$ cat src/hw/vcd_pkg.sv
// package: constants and carriers for the backplane-voltage calibration dac serial slave
package vcd_pkg;
  localparam int          DAC_W         = 7;
  localparam logic [6:0]  SLAVE_ADDR    = 7'h4E;
  localparam logic [3:0]  BYTE_LAST_BIT = 4'h7;
  localparam logic [3:0]  ACK_BIT       = 4'h8;
  localparam logic [DAC_W-1:0] DAC_CODE_MIN = 7'h00;
  localparam int          CLK_PERIOD_NS = 8;
  localparam int          PROG_TIME_NS  = 10_000;
  localparam int          PROG_CYCLES   = (PROG_TIME_NS + CLK_PERIOD_NS - 1) / CLK_PERIOD_NS;

  typedef enum logic [2:0] {
    VCD_IDLE,
    VCD_ADDR,
    VCD_ADDR_ACK,
    VCD_RD_DATA,
    VCD_RD_ACK,
    VCD_WR_DATA,
    VCD_WR_ACK,
    VCD_WAIT_STOP
  } vcd_state_t;

  // one programming request to the nonvolatile store
  typedef struct packed {
    logic             start;
    logic [DAC_W-1:0] code;
  } vcd_prog_req_t;
endpackage : vcd_pkg

$ cat src/hw/vcd_i2c_slave.sv
// serial slave for the backplane-voltage calibration dac with nonvolatile commit
//
// Functional notes
// address 1001110 then direction bit
// ack address only on match, not programming
// read returns seven code bits then zero
// master writes code then one bit
// final zero bit commands nonvolatile programming
// no ack nor program below gate-on threshold
// dac code maps linearly to sink current
// ack every received byte once addressed; refused program commands get no ack
// ack holds data low through clock high
// master nack ends read; release data line
// no ack during nonvolatile write cycle
// address polling acked once cycle done
// program only if code changed since last
// exactly address byte plus one data byte
// start and stop detected while clock high
// data changes only while clock low
// reset loads code from nonvolatile store
`timescale 1ns/100ps
module vcd_i2c_slave #(
  parameter int PROG_CYCLES = vcd_pkg::PROG_CYCLES
) (
  input  wire logic                       mclk_in,
  input  wire logic                       rst_in,
  input  wire logic                       scl_in,
  input  wire logic                       sda_in,
  output logic                            sda_out,
  output logic                            sda_oe_out,
  input  wire logic                       gate_on_supply_ok_in,
  input  wire logic [vcd_pkg::DAC_W-1:0]  nonvolatile_store_code_in,
  output logic [vcd_pkg::DAC_W-1:0]       sink_current_code_out,
  output vcd_pkg::vcd_prog_req_t          nonvolatile_store_prog_out,
  output logic                            prog_busy_out
);
  ////////////////////////////////////////////////////////////////////////////////
  // pin synchronisers
  logic [1:0] scl_sync_q, scl_sync_d;
  logic [1:0] sda_sync_q, sda_sync_d;
  logic [1:0] gon_sync_q, gon_sync_d;
  logic       scl_prev_q, scl_prev_d;
  logic       sda_prev_q, sda_prev_d;

  always_comb begin
    scl_sync_d = {scl_sync_q[0], scl_in};
    sda_sync_d = {sda_sync_q[0], sda_in};
    gon_sync_d = {gon_sync_q[0], gate_on_supply_ok_in};
    scl_prev_d = scl_sync_q[1];
    sda_prev_d = sda_sync_q[1];
  end

  always_ff @(posedge mclk_in) begin
    if (rst_in) begin
      scl_sync_q <= 2'h3;
      sda_sync_q <= 2'h3;
      gon_sync_q <= 2'h0;
      scl_prev_q <= 1'b1;
      sda_prev_q <= 1'b1;
    end else begin
      scl_sync_q <= scl_sync_d;
      sda_sync_q <= sda_sync_d;
      gon_sync_q <= gon_sync_d;
      scl_prev_q <= scl_prev_d;
      sda_prev_q <= sda_prev_d;
    end
  end

  logic scl_s, sda_s, scl_rise, scl_fall, start_det, stop_det;
  always_comb begin
    scl_s     = scl_sync_q[1];
    sda_s     = sda_sync_q[1];
    scl_rise  = scl_s & ~scl_prev_q;
    scl_fall  = ~scl_s & scl_prev_q;
    // start stop detect
    start_det = scl_s & scl_prev_q & sda_prev_q & ~sda_s;
    stop_det  = scl_s & scl_prev_q & ~sda_prev_q & sda_s;
  end

  ////////////////////////////////////////////////////////////////////////////////
  // protocol engine, code register and programming timer
  localparam int PW = $clog2(PROG_CYCLES + 1);

  vcd_pkg::vcd_state_t          state_q, state_d;
  logic [3:0]                   bit_q, bit_d;
  logic [7:0]                   shift_q, shift_d;
  logic                         drive_low_q, drive_low_d;
  logic                         rd_q, rd_d;
  logic [vcd_pkg::DAC_W-1:0]    code_q, code_d;
  logic                         modified_q, modified_d;
  logic                         loaded_q, loaded_d;
  logic [PW-1:0]                prog_cnt_q, prog_cnt_d;
  vcd_pkg::vcd_prog_req_t       prog_q, prog_d;
  logic                         busy;
  logic                         busy_out_q, busy_out_d;

  always_comb begin
    state_d     = state_q;
    bit_d       = bit_q;
    shift_d     = shift_q;
    drive_low_d = drive_low_q;
    rd_d        = rd_q;
    code_d      = code_q;
    modified_d  = modified_q;
    loaded_d    = 1'b1;
    prog_cnt_d  = prog_cnt_q;
    prog_d      = '{start: 1'b0, code: prog_q.code};
    busy        = (prog_cnt_q != '0);

    // load from store
    if (!loaded_q) begin
      code_d     = nonvolatile_store_code_in;
      modified_d = 1'b0;
    end

    // internal write cycle
    if (busy) begin
      prog_cnt_d = prog_cnt_q - PW'(1);
    end

    if (start_det) begin
      // repeated start also lands here, so polling restarts address capture
      state_d     = vcd_pkg::VCD_ADDR;
      bit_d       = '0;
      drive_low_d = 1'b0;
    end else if (stop_det) begin
      state_d     = vcd_pkg::VCD_IDLE;
      drive_low_d = 1'b0;
    end else begin
      unique case (state_q)
        vcd_pkg::VCD_IDLE, vcd_pkg::VCD_WAIT_STOP: begin
          drive_low_d = 1'b0;
        end
        vcd_pkg::VCD_ADDR, vcd_pkg::VCD_WR_DATA: begin
          if (scl_rise) begin
            shift_d = {shift_q[6:0], sda_s};
            bit_d   = bit_q + 4'h1;
          end
          // act on low phase
          if (scl_fall && bit_q == vcd_pkg::ACK_BIT) begin
            bit_d = '0;
            if (state_q == vcd_pkg::VCD_ADDR) begin
              // address match
              // ack gating
              // poll ack
              if (shift_q[7:1] == vcd_pkg::SLAVE_ADDR && !busy) begin
                drive_low_d = 1'b1;
                rd_d        = shift_q[0];
                state_d     = vcd_pkg::VCD_ADDR_ACK;
              end else begin
                state_d = vcd_pkg::VCD_WAIT_STOP;
              end
            end else if (shift_q[0]) begin
              // update only
              // ack data byte
              drive_low_d = 1'b1;
              if (shift_q[7:1] != code_q) begin
                modified_d = 1'b1;
              end
              code_d  = shift_q[7:1];
              state_d = vcd_pkg::VCD_WR_ACK;
            // program command
            // gate-on threshold
            // changed since last
            end else if (gon_sync_q[1] && !busy
                         && (modified_q || shift_q[7:1] != code_q)) begin
              drive_low_d = 1'b1;
              code_d      = shift_q[7:1];
              modified_d  = 1'b0;
              prog_d      = '{start: 1'b1, code: shift_q[7:1]};
              prog_cnt_d  = PW'(PROG_CYCLES);
              state_d     = vcd_pkg::VCD_WR_ACK;
            end else begin
              state_d = vcd_pkg::VCD_WAIT_STOP;
            end
          end
        end
        vcd_pkg::VCD_ADDR_ACK: begin
          // hold ack low
          if (scl_fall) begin
            bit_d = '0;
            if (rd_q) begin
              // code then zero
              shift_d     = {code_q, 1'b0};
              drive_low_d = ~code_q[vcd_pkg::DAC_W-1];
              state_d     = vcd_pkg::VCD_RD_DATA;
            end else begin
              drive_low_d = 1'b0;
              state_d     = vcd_pkg::VCD_WR_DATA;
            end
          end
        end
        vcd_pkg::VCD_RD_DATA: begin
          if (scl_fall) begin
            if (bit_q == vcd_pkg::BYTE_LAST_BIT) begin
              // release for master ack
              drive_low_d = 1'b0;
              state_d     = vcd_pkg::VCD_RD_ACK;
            end else begin
              shift_d     = {shift_q[6:0], 1'b0};
              drive_low_d = ~shift_q[6];
              bit_d       = bit_q + 4'h1;
            end
          end
        end
        vcd_pkg::VCD_RD_ACK, vcd_pkg::VCD_WR_ACK: begin
          // one data byte only
          if (scl_fall) begin
            drive_low_d = 1'b0;
            state_d     = vcd_pkg::VCD_WAIT_STOP;
          end
        end
      endcase
    end
    // registered copy so the busy pin never shows a raw compare glitch
    busy_out_d = (prog_cnt_d != '0);
  end

  always_ff @(posedge mclk_in) begin
    if (rst_in) begin
      state_q     <= vcd_pkg::VCD_IDLE;
      bit_q       <= '0;
      shift_q     <= '0;
      drive_low_q <= 1'b0;
      rd_q        <= 1'b0;
      code_q      <= vcd_pkg::DAC_CODE_MIN;
      modified_q  <= 1'b0;
      loaded_q    <= 1'b0;
      prog_cnt_q  <= '0;
      prog_q      <= '0;
      busy_out_q  <= 1'b0;
    end else begin
      state_q     <= state_d;
      bit_q       <= bit_d;
      shift_q     <= shift_d;
      drive_low_q <= drive_low_d;
      rd_q        <= rd_d;
      code_q      <= code_d;
      modified_q  <= modified_d;
      loaded_q    <= loaded_d;
      prog_cnt_q  <= prog_cnt_d;
      prog_q      <= prog_d;
      busy_out_q  <= busy_out_d;
    end
  end

  ////////////////////////////////////////////////////////////////////////////////
  // outputs: sda_out tied low, all others registered
  always_comb begin
    sda_out                    = 1'b0;
    sda_oe_out                 = drive_low_q;
    // linear code to sink current
    sink_current_code_out      = code_q;
    nonvolatile_store_prog_out = prog_q;
    prog_busy_out              = busy_out_q;
  end
endmodule : vcd_i2c_slave

$ cat config.mk
export PLATFORM = sky130hd
export DESIGN_NAME = vcd_i2c_slave
export DESIGN_NICKNAME = d
export VERILOG_FILES = /design/src/hw/vcd_pkg.sv /design/src/hw/vcd_i2c_slave.sv
export SDC_FILE = /design/constraint.sdc
export NUM_CORES = 1
export LEC_CHECK = 0
export BUFFER_PORTS_ARGS = -buffer_cell sky130_fd_sc_hd__buf_2
export CORE_ASPECT_RATIO = 1.4
export CORE_MARGIN = 3
export CORE_UTILIZATION = 45
export DETAILED_ROUTE_END_ITERATION = 10
export SYNTH_ARGS = -nofsm -noshare
export SYNTH_HDL_FRONTEND = slang
export SYNTH_SLANG_ARGS = --single-unit
$ cat constraint.sdc
create_clock -name mclk_in -period 6.45 [get_ports mclk_in]
set_clock_uncertainty 0.15 [all_clocks]
set_input_delay 0.3225 -clock mclk_in [delete_from_list [all_inputs] [get_ports mclk_in]]
set_output_delay 0.3225 -clock mclk_in [all_outputs]
set_load 0.005 [all_outputs]
==> qor.txt <==
status = completed
CTS sink count = 54
Post-DP HPWL = 4350 um
Arrival @ worst endpoint = 3.30 ns
initial antenna violation count = 0
final slew viol count = 0
Commonest cells post-synth = dfxtp_1 (54), nor2_1 (52), mux2i_1 (26)
Final period util = 50.0%
post-route setup TNS = 0 ns
Worst path top cell family by delay = simple AND/OR/NAND/NOR gates
Hold Crit Class = in -> reg
diodes inserted = 0
sequential element share of the synthesized area = 38.3%
PwrDens = 300 mW/mm^2
Via density = 5.67
worst reg-to-reg setup slack = 3.22 ns
Avg Cell Area, Syn = 8.85 sq um
drt pass-1 iters = 4
CP max FO = 13
Die ar. = 0.00727 sq mm
hold path depth = 2
GRT Total Usage = 17.6%
Clock Tree Buf Depth = 2
area leader, netlist = dfxtp_1
# IOs = 30
routability cong. = 0.906
TritonCTS Buffers = 5
first-pass GRT wire length = 10200 um
core footprint = 0.00599 sq mm
WP data required = 6.53 ns
post-route ant nets = 0
register bit total from synthesis = 54
DR WL/cell = 14.9 um
CP max stage delay = 0.69 ns
Cell variety after synth = 62
CP startpoint kind = flip-flop
Port Buffers = 28
Hold Crit Endpoint = sda_sync_q[0]
final hold violation count = 0
starting density of the core = 47.1%
Post-synth EDFFs = 0
Crit Path Class = reg -> reg
# resized after CTS = 0
Relative slew margins = 48.8%
Final min period = 3.23 ns
worst path bufs/invs = 1
Synth Instances = 319
Initial DRC Count = 87
Synth warnings = 0
DR DRC count = 0
Post-CTS Hold Buffers = 0
Vias = 2296
Main synth FF type = dfxtp_1
root buffer cell = clkbuf_8
layout cells sized above 1 = 17.0%
post-synth top area share = 38.3%
Die X = 72.9 um
Worst-path clk slew = 0.10 ns
cells on worst reg2reg path = 7
endpoint class of the critical path = flip-flop
RSZ-0062 raised after global routing = no
Fmax achieved = 0.310 GHz
count leader, synth = dfxtp_1
total power = 907 uW
total gr overflow = 0
Clock Latency Late Sink = 0.30 ns
Final Setup Violations = 0
ys async rst share = 0%
largest net degree at the start of global routing = 44
Max Cap Viol = 0
worst vdd ir = 0.000190 V
final-stage net count = 350
worst r2r dst = prog_busy_out
CTS tree = done
worst slew pin tran = 0.768 ns
number of setup buffers added after CTS = 0
number of global-route vias before repair = 2133
H-Tree Depth = 2
Chip Height = 99.7 um
Cell Area, Synth = 0.00282 sq mm
Slowest cell on crit path = nand4_1
Synth Net Count = 335
total wire length = 6030 um
Hold Path Origin = sda_in
Critical Path, Cell by Cell = inv_1 > ha_1 > or4b_1 > nor3_2 > nand4_1 > and3_1 > a41oi_1
RR Startpoint = prog_cnt_q[0]
row cnt = 33
largest cells by area after synthesis = dfxtp_1 (38%), mux2i_1 (9.2%), nor2_1 (6.9%), mux2_2 (2.8%), o21ai_0 (2.7%)
P_leak = 1.34 nW
Synth-to-Final Area Change = 7.09%
[power by group]
group | total, mW | switching [mW] | internal [mW] | leakage, nW
registers | 0.405 | 0.0408 | 0.364 | 0.441
clock network | 0.224 | 0.108 | 0.116 | 0.0514
logic | 0.278 | 0.165 | 0.114 | 0.847
[worst max path at each step]
stage | to | depth (start not counted) | startpoint
floorplan | nonvolatile_store_prog_out[0] | 9 | prog_cnt_q[0]
finish | prog_busy_out | 7 | prog_cnt_q[0]
global placement | prog_busy_out | 7 | prog_cnt_q[0]
detailed placement | prog_busy_out | 7 | prog_cnt_q[0]
global route | prog_busy_out | 7 | prog_cnt_q[0]
CTS | prog_busy_out | 7 | prog_cnt_q[0]
[cell usage in the layout, fill, tap and decap left out, types with 8 or more instances in the layout]
cell type  synthesis  routed
inv_1             10      10
mux2i_1           26      26
nand2_1           12      12
dfxtp_1           54      54
a21oi_1           11      11
xor2_1             8       8
nor2_1            52      52
buf_2              3      28
o21ai_0           15      15
[per-stage QoR]
| stage | instance area [sq um] | cells | setup WS (ns) | hold slack, ns | utilization, % |
|---|---|---|---|---|---|
| finish | 3020 | 405 | 3.22 | 0.0515 | 50.5 |
| global placement | 2910 | 397 | 3.30 | 0.242 | 48.7 |
| detailed placement | 2910 | 397 | 3.22 | 0.244 | 48.7 |
| global route | 3020 | 405 | 2.88 | 0.0399 | 50.5 |
| floorplan | 2820 | 319 | 4.00 | 0.239 | - |
| CTS | 3020 | 405 | 3.21 | 0.0410 | 50.5 |
[flip-flops by register name (all words and copies together) (netlist names)]
| signal | flops |
|---|---|
| prog_cnt_q | 11 |
| nonvolatile_store_prog_out | 8 |
| shift_q | 8 |
| sink_current_code_out | 7 |
| bit_q | 4 |
| state_q | 3 |
| gon_sync_q | 2 |
| scl_sync_q | 2 |
| sda_sync_q | 2 |
| loaded_q | 1 |
| modified_q | 1 |
| prog_busy_out | 1 |
| rd_q | 1 |
| scl_prev_q | 1 |
| sda_oe_out | 1 |
| sda_prev_q | 1 |
[cell type report]
type / instances / area, sq um
clock buffer: 6 / 72.6
clock inverter: 2 / 37.5
fill: 557 / 2960
inverter: 10 / 37.5
multi-input combinational: 235 / 1570
sequential: 54 / 1080
tap: 70 / 87.6
timing repair buffer: 28 / 140
[routing by layer]
| layer | global-route usage, % | share of wire (%) | up-vias |
|---|---|---|---|
| met2 | 29.3 | 50 | 53 |
| li1 | - | - | 1163 |
| met4 | 7.39 | 1.9 | 0 |
| met1 | 21.9 | 45 | 1069 |
| met3 | 3.13 | 3.5 | 11 |
| met5 | 0 | 0 | - |
[logic make-up (layout without fill, tap and decap cells)]
logic type / Yosys count / count (layout) / synth area share [%]
compound gates: 60 / 60 / 14.4
other cells: 1 / 1 / 0.133
mux: 33 / 33 / 12.0
xor+xnor: 12 / 12 / 3.72
buf+inv: 30 / 46 / 6.21
fa+ha+maj: 4 / 4 / 1.77
flops: 54 / 54 / 38.3
simple gates: 125 / 125 / 23.4
No activity file was read; power rests on OpenSTA's default activity.
